==> config.mk <==
export PLATFORM = sky130hd
export DESIGN_NAME = downstream_link_ctrl_status_regs
export DESIGN_NICKNAME = d
export VERILOG_FILES = /design/src/link_regs_pkg.sv /design/src/downstream_link_ctrl_status_regs.sv
export SDC_FILE = /design/constraint.sdc
export NUM_CORES = 1
export LEC_CHECK = 0
export ABC_AREA = 1
export BUFFER_PORTS_ARGS = -buffer_cell sky130_fd_sc_hd__buf_2
export CORE_UTILIZATION = 35
export DETAILED_ROUTE_END_ITERATION = 6
export PLACE_DENSITY = 0.8
export SLEW_MARGIN = 20
export SYNTH_ARGS = -nofsm -noshare
export SYNTH_HDL_FRONTEND = slang
export SYNTH_SLANG_ARGS = --single-unit
==> constraint.sdc <==
create_clock -name clk -period 3.8 [get_ports clk]
set_clock_uncertainty 0.15 [all_clocks]
set_input_delay 0.38 -clock clk [delete_from_list [all_inputs] [get_ports clk]]
set_output_delay 0.38 -clock clk [all_outputs]
set_load 0.02 [all_outputs]
==> src/link_regs_pkg.sv <==
package link_regs_pkg;

    // ****************************************************************
    // configuration map
    // ****************************************************************
    localparam logic [11:0] LINK_CTRL_OFS = 12'h0a0;
    localparam logic [11:0] LINK_STAT_OFS = 12'h0a2;
    localparam int DWORD_LSB = 2;
    localparam int STAT_LSB = 16;

    // ****************************************************************
    // control field positions and values
    // ****************************************************************
    localparam int CLK_PM_BIT = 8;
    localparam int EXT_SYNC_BIT = 7;
    localparam int COMMON_CLK_BIT = 6;
    localparam int RETRAIN_BIT = 5;
    localparam int LINK_OFF_BIT = 4;
    localparam int ASPM_LSB = 0;
    localparam int ASPM_MSB = 1;
    localparam logic [15:0] CTRL_RESET = 16'h0000;
    localparam logic [15:0] CTRL_RW_MASK = 16'h01d3;

    // ****************************************************************
    // status field positions and values
    // ****************************************************************
    localparam int DL_ACTIVE_BIT = 13;
    localparam int SLOT_CLK_BIT = 12;
    localparam int TRAINING_BIT = 11;
    localparam int WIDTH_LSB = 4;
    localparam int WIDTH_MSB = 9;
    localparam int SPEED_LSB = 0;
    localparam int SPEED_MSB = 3;
    localparam logic [5:0] WIDTH_X1 = 6'h01;
    localparam logic [3:0] SPEED_2G5 = 4'h1;
    localparam logic [15:0] STAT_RESET = 16'h1011;

    // ****************************************************************
    // latency arithmetic
    // ****************************************************************
    localparam logic [2:0] LAT_MAX = 3'h7;
    localparam logic [2:0] CLKPM_L1_EXTRA = 3'h1;

    typedef struct packed {
        logic valid;
        logic write;
        logic [11:0] addr;
        logic [3:0] byteEn;
        logic [31:0] wrData;
    } cfg_req_t;

    typedef struct packed {
        logic ltssmCfgRecovery;
        logic dlActive;
        logic linkActRptCap;
    } link_state_t;

endpackage

==> src/downstream_link_ctrl_status_regs.sv <==
module downstream_link_ctrl_status_regs
    import link_regs_pkg::*;
#(
    parameter logic [2:0] L1_EXTRA = CLKPM_L1_EXTRA
)
(
    // clock and reset
    input wire logic clk,
    input wire logic reset_n,
    // configuration access
    input wire cfg_req_t cfgReq,
    output logic cfgHit,
    output logic cfgAck,
    output logic [31:0] cfgRdData,
    // link state from training logic
    input wire link_state_t linkState,
    // exit latencies from the latency register
    input wire logic [2:0] l0sLatAsync,
    input wire logic [2:0] l0sLatCommon,
    input wire logic [2:0] l1LatAsync,
    input wire logic [2:0] l1LatCommon,
    // controls to the link
    output logic clockPmEnable,
    output logic extendedSync,
    output logic commonClockCfg,
    output logic linkOff,
    output logic [1:0] activeStatePmControl,
    output logic retrainRequest,
    // reported latencies
    output logic [2:0] l0sExitLatency,
    output logic [2:0] endpointL1ExitLatency
);

    // ****************************************************************
    // state
    // ****************************************************************
    typedef struct packed {
        logic [15:0] ctrl;
        logic training;
        logic ltssmPrev;
        logic retrain;
        logic ack;
        logic [31:0] rdData;
        logic [2:0] l0sLat;
        logic [2:0] l1Lat;
    } state_t;

    state_t st_r;
    state_t st_nxt;
    logic [15:0] ctrlWrMask;
    logic [15:0] ctrlRead;
    logic [15:0] statRead;
    logic [2:0] l1Base;
    logic [3:0] l1Sum;
    logic wrHit;
    logic rdHit;
    logic retrainWr;
    logic cfgExit;

    assign cfgHit = cfgReq.valid
        && (cfgReq.addr[11:DWORD_LSB] == LINK_CTRL_OFS[11:DWORD_LSB]);
    assign wrHit = cfgHit && cfgReq.write;
    assign rdHit = cfgHit && !cfgReq.write;
    // only the low byte lane reaches the retrain bit
    assign retrainWr = wrHit && cfgReq.byteEn[0]
        && cfgReq.wrData[RETRAIN_BIT];
    // falling edge of the Configuration/Recovery indication
    assign cfgExit = st_r.ltssmPrev && !linkState.ltssmCfgRecovery;

    // ****************************************************************
    // read values
    // ****************************************************************
    always_comb
    begin
        // reserved, boundary and retrain bits stay zero on reads
        ctrlRead = st_r.ctrl & CTRL_RW_MASK;
        statRead = '0;
        statRead[DL_ACTIVE_BIT] = linkState.linkActRptCap
            && linkState.dlActive;
        statRead[SLOT_CLK_BIT] = 1'b1;
        statRead[TRAINING_BIT] = st_r.training;
        statRead[WIDTH_MSB:WIDTH_LSB] = WIDTH_X1;
        statRead[SPEED_MSB:SPEED_LSB] = SPEED_2G5;
    end

    // ****************************************************************
    // latency selection
    // ****************************************************************
    always_comb
    begin
        l1Base = st_r.ctrl[COMMON_CLK_BIT] ? l1LatCommon : l1LatAsync;
        // saturate rather than wrap, a wrapped code would look faster
        l1Sum = {1'b0, l1Base} + {1'b0, L1_EXTRA};
    end

    // ****************************************************************
    // next state
    // ****************************************************************
    always_comb
    begin
        st_nxt = st_r;
        ctrlWrMask = '0;
        if (wrHit && cfgReq.byteEn[0])
        begin
            ctrlWrMask[7:0] = CTRL_RW_MASK[7:0];
        end
        if (wrHit && cfgReq.byteEn[1])
        begin
            ctrlWrMask[15:8] = CTRL_RW_MASK[15:8];
        end
        // status lanes are read-only; writes there fall away
        st_nxt.ctrl = (st_r.ctrl & ~ctrlWrMask)
            | (cfgReq.wrData[15:0] & ctrlWrMask);
        st_nxt.retrain = retrainWr;
        st_nxt.ltssmPrev = linkState.ltssmCfgRecovery;
        // a fresh request wins over the exit of an older session
        if (retrainWr || linkState.ltssmCfgRecovery)
        begin
            st_nxt.training = 1'b1;
        end
        else if (cfgExit)
        begin
            st_nxt.training = 1'b0;
        end
        st_nxt.ack = cfgHit;
        if (rdHit)
        begin
            st_nxt.rdData = {statRead, ctrlRead};
        end
        st_nxt.l0sLat = st_r.ctrl[COMMON_CLK_BIT]
            ? l0sLatCommon : l0sLatAsync;
        if (st_r.ctrl[CLK_PM_BIT])
        begin
            st_nxt.l1Lat = l1Sum[3] ? LAT_MAX : l1Sum[2:0];
        end
        else
        begin
            st_nxt.l1Lat = l1Base;
        end
    end

    always_ff @(posedge clk or negedge reset_n)
    begin
        if (!reset_n)
        begin
            st_r <= '0;
            st_r.ctrl <= CTRL_RESET;
        end
        else
        begin
            st_r <= st_nxt;
        end
    end

    // ****************************************************************
    // outputs
    // ****************************************************************
    assign cfgAck = st_r.ack;
    assign cfgRdData = st_r.rdData;
    assign clockPmEnable = st_r.ctrl[CLK_PM_BIT];
    assign extendedSync = st_r.ctrl[EXT_SYNC_BIT];
    assign commonClockCfg = st_r.ctrl[COMMON_CLK_BIT];
    assign linkOff = st_r.ctrl[LINK_OFF_BIT];
    assign activeStatePmControl = st_r.ctrl[ASPM_MSB:ASPM_LSB];
    assign retrainRequest = st_r.retrain;
    assign l0sExitLatency = st_r.l0sLat;
    assign endpointL1ExitLatency = st_r.l1Lat;
endmodule // downstream_link_ctrl_status_regs

# Word-level counts from Yosys, hierarchy flattened
# Index checks and enable logic that the tools add are counted.
# op_classes
addsub	1
n_eq_ne	1
muxes	8
bitwise	4
reduce_logical	12
# ops
cell	n
bitwise AND 16 bit	2
inverter 16 bit	1
OR 16 bit	1
2-to-1 mux 3 bit	4
equality test 10 x 6 -> 1 bit (second input constant)	1
logical AND 1 bit	8
2-to-1 mux 8 bit	1
adder 3 x 1 -> 4 bit (second input constant)	1
2-to-1 mux 1 bit	3
logical NOT 1 bit	2
nonzero test 2 bit	1
logical OR 1 bit	1
# word_totals
reg_bits	37
in_bits	67
out_inout_bits	47
word_cells	34

# Depth between registers and ports, before layout
# Gate-level depths: netlist of the first run.
# logic_depth
depth_word	8
ltp_mapped	9
ltp_nobuf	8

# Worst setup path before layout of the first run
# No wires, ideal clock.
# synth_path
kind	reg-to-reg
startpoint	reg (tool-made name)
endpoint	reg st_r, in the netlist endpointL1ExitLatency[1]
setup_ps	127
t_arrival_ps	1291
required_time_ps	3523
path_slack_ps	2232
path_stages_with_launch	8
path_buffers	1
synth_period_minus_slack_ps	1568
path_cell_list	dfrtp_1 > buf_6 > inv_1 > nand2_1 > nand2_1 > ha_1 > nor2_1 > o21ai_0
# synth_rtl
item	line	text
to (signal assigned)	downstream_link_ctrl_status_regs.sv:151	st_r <= st_nxt;
to (decl)	downstream_link_ctrl_status_regs.sv:48	state_t st_r;

# Worst setup path in the final report of the first run
# layout_path
startpoint	in cfgReq[45] in the netlist's numbering
endpoint	out cfgHit
# layout_between
elab_chain_cells	2
# layout_rtl
item	line	text
from (decl)	downstream_link_ctrl_status_regs.sv:11	input wire cfg_req_t cfgReq,
equality test 10 x 6 -> 1 bit	downstream_link_ctrl_status_regs.sv:61	&& (cfgReq.addr[11:DWORD_LSB] == LINK_CTRL_OFS[11:DWORD_LSB]);
logical AND 1 bit	downstream_link_ctrl_status_regs.sv:61	
to (decl)	downstream_link_ctrl_status_regs.sv:12	output logic cfgHit,
# Every way passes these cells.

==> results of run 1 <==
final timing paths:
kind | from | to | cells after the start
worst max-delay path | cfgReq[45] | cfgHit | 7
worst min-delay path | linkState[2] | st_r[40] | 1
worst max register to register | register | endpointL1ExitLatency[1] | 6
worst min register to register | cfgRdData[7] | cfgRdData[7] | 2
max in group asynchronous | reset_n | cfgRdData[8] | 2
min in group asynchronous | reset_n | cfgRdData[7] | 2
area by class of cell:
type	instances	area (um^2)	area share, %
multi-input cells	124	539.3	32.38
inverters	17	63.81	3.832
repair buffers	64	325.3	19.53
clock inverters	1	7.507	0.4508
flip-flops and latches	25	625.6	37.57
well taps	50	62.56	3.757
clock buffers	3	41.29	2.479
cells in the final DEF, fill, tap and decap left out:
cell | synthesis | routed
clkinvlp_4 | 0 | 1
nor2_1 | 14 | 14
dfrtp_1 | 25 | 25
nand3_1 | 8 | 8
nand4_1 | 9 | 9
clkbuf_8 | 0 | 3
inv_1 | 16 | 16
nand2_2 | 2 | 2
inv_2 | 1 | 1
o21ai_0 | 1 | 1
ha_1 | 1 | 1
a21oi_1 | 3 | 3
buf_2 | 1 | 63
nor2_4 | 1 | 1
o21ai_2 | 3 | 3
nand2_1 | 61 | 61
conb_1 | 1 | 21
dlygate4sd3_1 | 0 | 1
power by group through the flow:
stage	logic [mW]	clock network [mW]	registers, mW
global route	0.0877	0.178	0.275
CTS	0.0784	0.165	0.274
global placement	0.0757	0	0.279
floorplan	0.0668	0	0.279
detailed placement	0.0775	0	0.279
finish	0.0777	0.160	0.274
per-layer routing:
metal / vias to the layer above / share of wire [%] / global-route usage (%)
li1: 615 / - / -
met1: 527 / 44 / 14.61
met2: 54 / 49 / 21.00
met3: 4 / 5.7 / 1.858
met4: 0 / 2.2 / 6.383
met5: - / 0 / 0
through the flow:
stage	instances	hold WS (ps)	total power [mW]
final	284	77.94	0.5114
after floorplan	210	-65.59	0.3461
after global placement	279	244.6	0.3548
after global routing	284	63.82	0.5401
after detailed placement	279	254.2	0.3567
after CTS	284	74.14	0.5175
cell families (layout without fill, tap and decap cells):
| group | count (synthesis) | count (layout) |
|---|---|---|
| AOI/OAI and AO/OA | 7 | 7 |
| adders and majority gates | 1 | 1 |
| other | 1 | 21 |
| buffers and inverters | 61 | 85 |
| and+or+nand+nor | 95 | 95 |
| DFF | 25 | 25 |
worst register-to-register path, cell delays in order (launching register included):
cell and delay (ps):
dfrtp_1 540, inv_1 210, nand2_1 90, nand2_1 110, ha_1 310, nor2_1 100
o21ai_0 80
==> flow_metrics.tcl, run 1 <==
set metrics [dict create \
    dp_hpwl_um 2129 \
    grt_usage_pct 12.23 \
    sw_frac_of_total_pct 27.47 \
    globalplace.congestion 0.6922 \
    relSlewSlack_pct 63.17 \
    tritoncts "built" \
    period_share_pct 47.06 \
    drt_iter0_drc 54 \
    ctsHoldBuffers 1 \
    wire_per_inst_um 9.313 \
    synth_ff_type "dfrtp_1" \
    cts_resized 0 \
    final_cell_area_mm2 0.001665 \
    final_util_pct 41.04 \
    grt_pass1_vias 992 \
    htree_levels 1 \
    status "complete, no violations" \
    grt_antenna_before_repair 0 \
    irDropWorstVdd_uv 119.4 \
    numCtsBuffers 3 \
    io_buffers 63 \
    via_count 1200 \
    synthTopCellsByArea "dfrtp_1, buf_4, nand2_1, inv_1, nand4_1" \
    syn_area_per_cell_um2 7.856 \
    path_class "in2out" \
    yosys.area_share.xor_xnor_pct 0 \
    die_h_um 67.31 \
    place_ws_ps 1992 \
    drt.antenna.violating_nets 0 \
    drc 0 \
    dpl_cell_area_mm2 0.001607 \
    hold_viol_final 0 \
    cp_max_fo 14 \
    clockPowerShare_pct 31.3 \
    power.switching_mw 0.1405 \
    required_ps 3270 \
    synth-seq-area-share_pct 41.91 \
    cts_sinks 25 \
    yosys.area.top_type_share_pct 41.91 \
    synth_most_common_cell "nand2_1" \
    path_cells "buf_2, inv_1, nand2_1, nor2_1, nand2_1, nor2_4, buf_2" \
    syn_inst 190 \
    post_cts_buffers 0 \
    die_area_mm2 0.004530 \
    fin_tns_setup_ps 0 \
    io_pins 114 \
    clockBufferDepth 2 \
    synth-simple-area-share_pct 26.91 \
    crit_buf_inv 3 \
    ys_warn_count 0 \
    p_seq_share_pct 53.5 \
    coreArea_mm2 0.004058 \
    max_freq_ghz 0.5591 \
    hp-class "in2reg" \
    drive_gt1_share_pct 31.62 \
    ys_ff_latch 25 \
    drt-pass1-iter-count 4 \
    crit_path_end_kind "primary output" \
    critical_path.max_stage_delay_ps 260 \
    wl_um 2645 \
    finalCriticalPeriod_ps 1788 \
    die_w_um 67.31 \
    vias_per_cell 4.225 \
    power_frac_comb_pct 15.2 \
    synth_top_family_by_area "buffers and inverters" \
    critPathTopFamily "simple AND/OR/NAND/NOR gates" \
    grt_overflow 0 \
    syn_to_final_growth_pct 11.57 \
    start_util_pct 36.79 \
    cellLeakagePower_nw 0.9948 \
    rsz0062_at_grt "false" \
    synth_area_mm2 0.001493 \
    cp_slowest_cell "nor2_4" \
    synth.top_cells.by_count "nand2_1, buf_4, dfrtp_1" \
    cts.reportedPaths.clkPinSlew_ps 90 \
    cap_violations 0 \
    rows 23 \
    synth-compound-area-share_pct 3.101 \
    synth_fa_ha_area_share_pct 0.8382 \
    cts-root-buf "clkbuf_8" \
    clk_latency_ps 260 \
    grt_start_max_net_pins 26 \
    setup_viol 0 \
    start_kind "input pin" \
    intPower_mw 0.3709 \
    slew_viol_final 0 \
    grt_pass1_wl_um 4188 \
    power_density_mw_per_mm2 307.1 \
    fillers 428 \
    synth_cell_type_count 17 \
    synth_edf_count 0 \
    synthArstFlopShare_pct 100.0 \
    worst_ep_arrival_time_ps 1260 \
    rrSetupSlack_ps 2110 \
    diodes 0 \
    worst_slew_pin_slew_ps 552.4 \
    synth_area_leader_cell "dfrtp_1" \
    nets 303 \
    setup_ws_ps 2012 \
    muxShareOfSynthArea_pct 0 \
]
Power figures use the tool's default switching activity.
==> run 2, diff against run 1 <==
- PLACE_DENSITY: 0.8 -> 0.83
- clock period: 3.8 -> 1.6 ns (I/O delays scaled with it)
==> flow_metrics.tcl, run 2 (synthesis results as in run 1) <==
set metrics [dict create \
    cp_slowest_cell "dfrtp_2" \
    rows 23 \
    grt_pass1_vias 1094 \
    setup_viol 0 \
    worstHoldEndpoint "cfgRdData[29]" \
    cellLeakagePower_nw 1.062 \
    via_count 1282 \
    grt_pass1_wl_um 4554 \
    layout_commonest_cell "buf_2" \
    rrSetupSlack_ps 130 \
    fin_hold_ws_ps -1.260 \
    io_buffers 63 \
    grt_start_max_net_pins 26 \
    wl_um 2953 \
    crit_buf_inv 1 \
    worstRegToRegCells 6 \
    fin_tns_setup_ps 0 \
    numCtsBuffers 3 \
    worst_ep_arrival_time_ps 1460 \
    clockBufferDepth 2 \
    htree_levels 1 \
    drive_gt1_share_pct 32.13 \
    max_freq_ghz 0.6818 \
    drt_iter0_drc 53 \
    drt.antenna.violating_nets 0 \
    finalCriticalPeriod_ps 1467 \
    cts.reportedPaths.clkPinSlew_ps 80 \
    power_density_mw_per_mm2 675.5 \
    dp_hpwl_um 2249 \
    status "finished, violations left" \
    rsz0062_at_grt "false" \
    die_h_um 67.31 \
    crit_path_end_kind "register" \
    die_area_mm2 0.004530 \
    place_ws_ps 1.848 \
    globalplace.congestion 0.7229 \
    start_util_pct 36.79 \
    grt_overflow 0 \
    slew_viol_final 0 \
    regToRegEndpoint "endpointL1ExitLatency[1]" \
    seq_area_um2 626.9 \
    irDropWorstVdd_uv 272.3 \
    violations "hold timing" \
    start_kind "register" \
    multi_input_area_um2 539.3 \
    path_class "reg2reg" \
    worst_slew_pin_slew_ps 559.0 \
    grt_usage_pct 13.12 \
    hold_viol_final 1 \
    required_ps 1590 \
    drc 0 \
    tritoncts "built" \
    diodes 0 \
    setup_ws_ps 133.3 \
    coreArea_mm2 0.004058 \
    die_w_um 67.31 \
    cts_sinks 25 \
    vias_per_cell 4.288 \
    syn_to_final_growth_pct 20.62 \
    hp-class "in2reg" \
    hold_start "linkState[1]" \
    period_share_pct 91.67 \
    relSlewSlack_pct 62.74 \
    path_cells "buf_4, nand2_1, nand2_1, ha_1, nor2_1, o21ai_0" \
    critPathTopFamily "flip-flops" \
    io_pins 114 \
    path_depth 6 \
    grt_antenna_before_repair 0 \
    cp_common_cell "nand2_1" \
    fillers 417 \
    clk_latency_ps 260 \
    final_cell_mix "buf_2, nand2_1, dfrtp_1, conb_1, inv_1" \
    cap_violations 0 \
    cts-root-buf "clkbuf_8" \
    drt-pass1-iter-count 4 \
    cp_max_fo 6 \
    hold_depth 3 \
    critical_path.max_stage_delay_ps 460 \
    nets 318 \
    wire_per_inst_um 9.876 \
]
## run 2: per-layer routing
metal	part of all wire (%)	global-route usage, %
met5	0	0
met3	5.2	1.351
met2	53	25.12
met4	0.85	4.787
met1	41	14.72
## run 2: layout make-up
class	instances	area share, %
repair buffers	79	25.71
multi-input cells	124	29.95
clock buffers	4	2.502
inverters	17	3.544
well taps	50	3.475
flip-flops and latches	25	34.82
## run 2: repair_timing
item                                   4_1_cts  5_1_grt
endpoints found under the hold margin       33        0
hold buffers                                11        0
setup buffers                                0        3
resized for setup                            1        1
setup endpoints to repair                    1        1
## run 2: worst max-delay path by stage
| stage | to | slack, ps |
|---|---|---|
| floorplan | endpointL1ExitLatency[1] | 30 |
| global placement | endpointL1ExitLatency[1] | 50 |
| detailed placement | endpointL1ExitLatency[1] | 2 |
| CTS | endpointL1ExitLatency[1] | 100 |
| global route | endpointL1ExitLatency[1] | 10 |
| finish | endpointL1ExitLatency[1] | 130 |
## run 2: worst reg2reg max path, stage by stage, from the launching register on
cell and delay [ps]:
dfrtp_2 460, buf_4 150, nand2_1 70, nand2_1 70, ha_1 270, nor2_1 100, o21ai_0 80
## run 2: stage by stage
step | cell area (um^2) | power [mW] | cells | hold WS [ps] | util, %
2_1_floorplan | 1568 | 0.8219 | 210 | -285.6 | -
3_3_place_gp | 1622 | 0.8433 | 281 | 26.02 | 39.96
3_5_place_dp | 1622 | 0.8486 | 281 | 29.65 | 39.96
4_1_cts | 1778 | 1.233 | 296 | 0.5296 | 43.82
5_1_grt | 1800 | 1.280 | 299 | 10.80 | 44.37
6_report | 1800 | 1.216 | 299 | -1.260 | 44.37
## run 2: where the power goes
part | switching, mW | internal [mW] | total [mW] | leakage [nW]
Clock | 0.182 | 0.178 | 0.360 | 0.0228
Sequential | 0.00494 | 0.646 | 0.651 | 0.317
Combinational | 0.130 | 0.0755 | 0.206 | 0.723
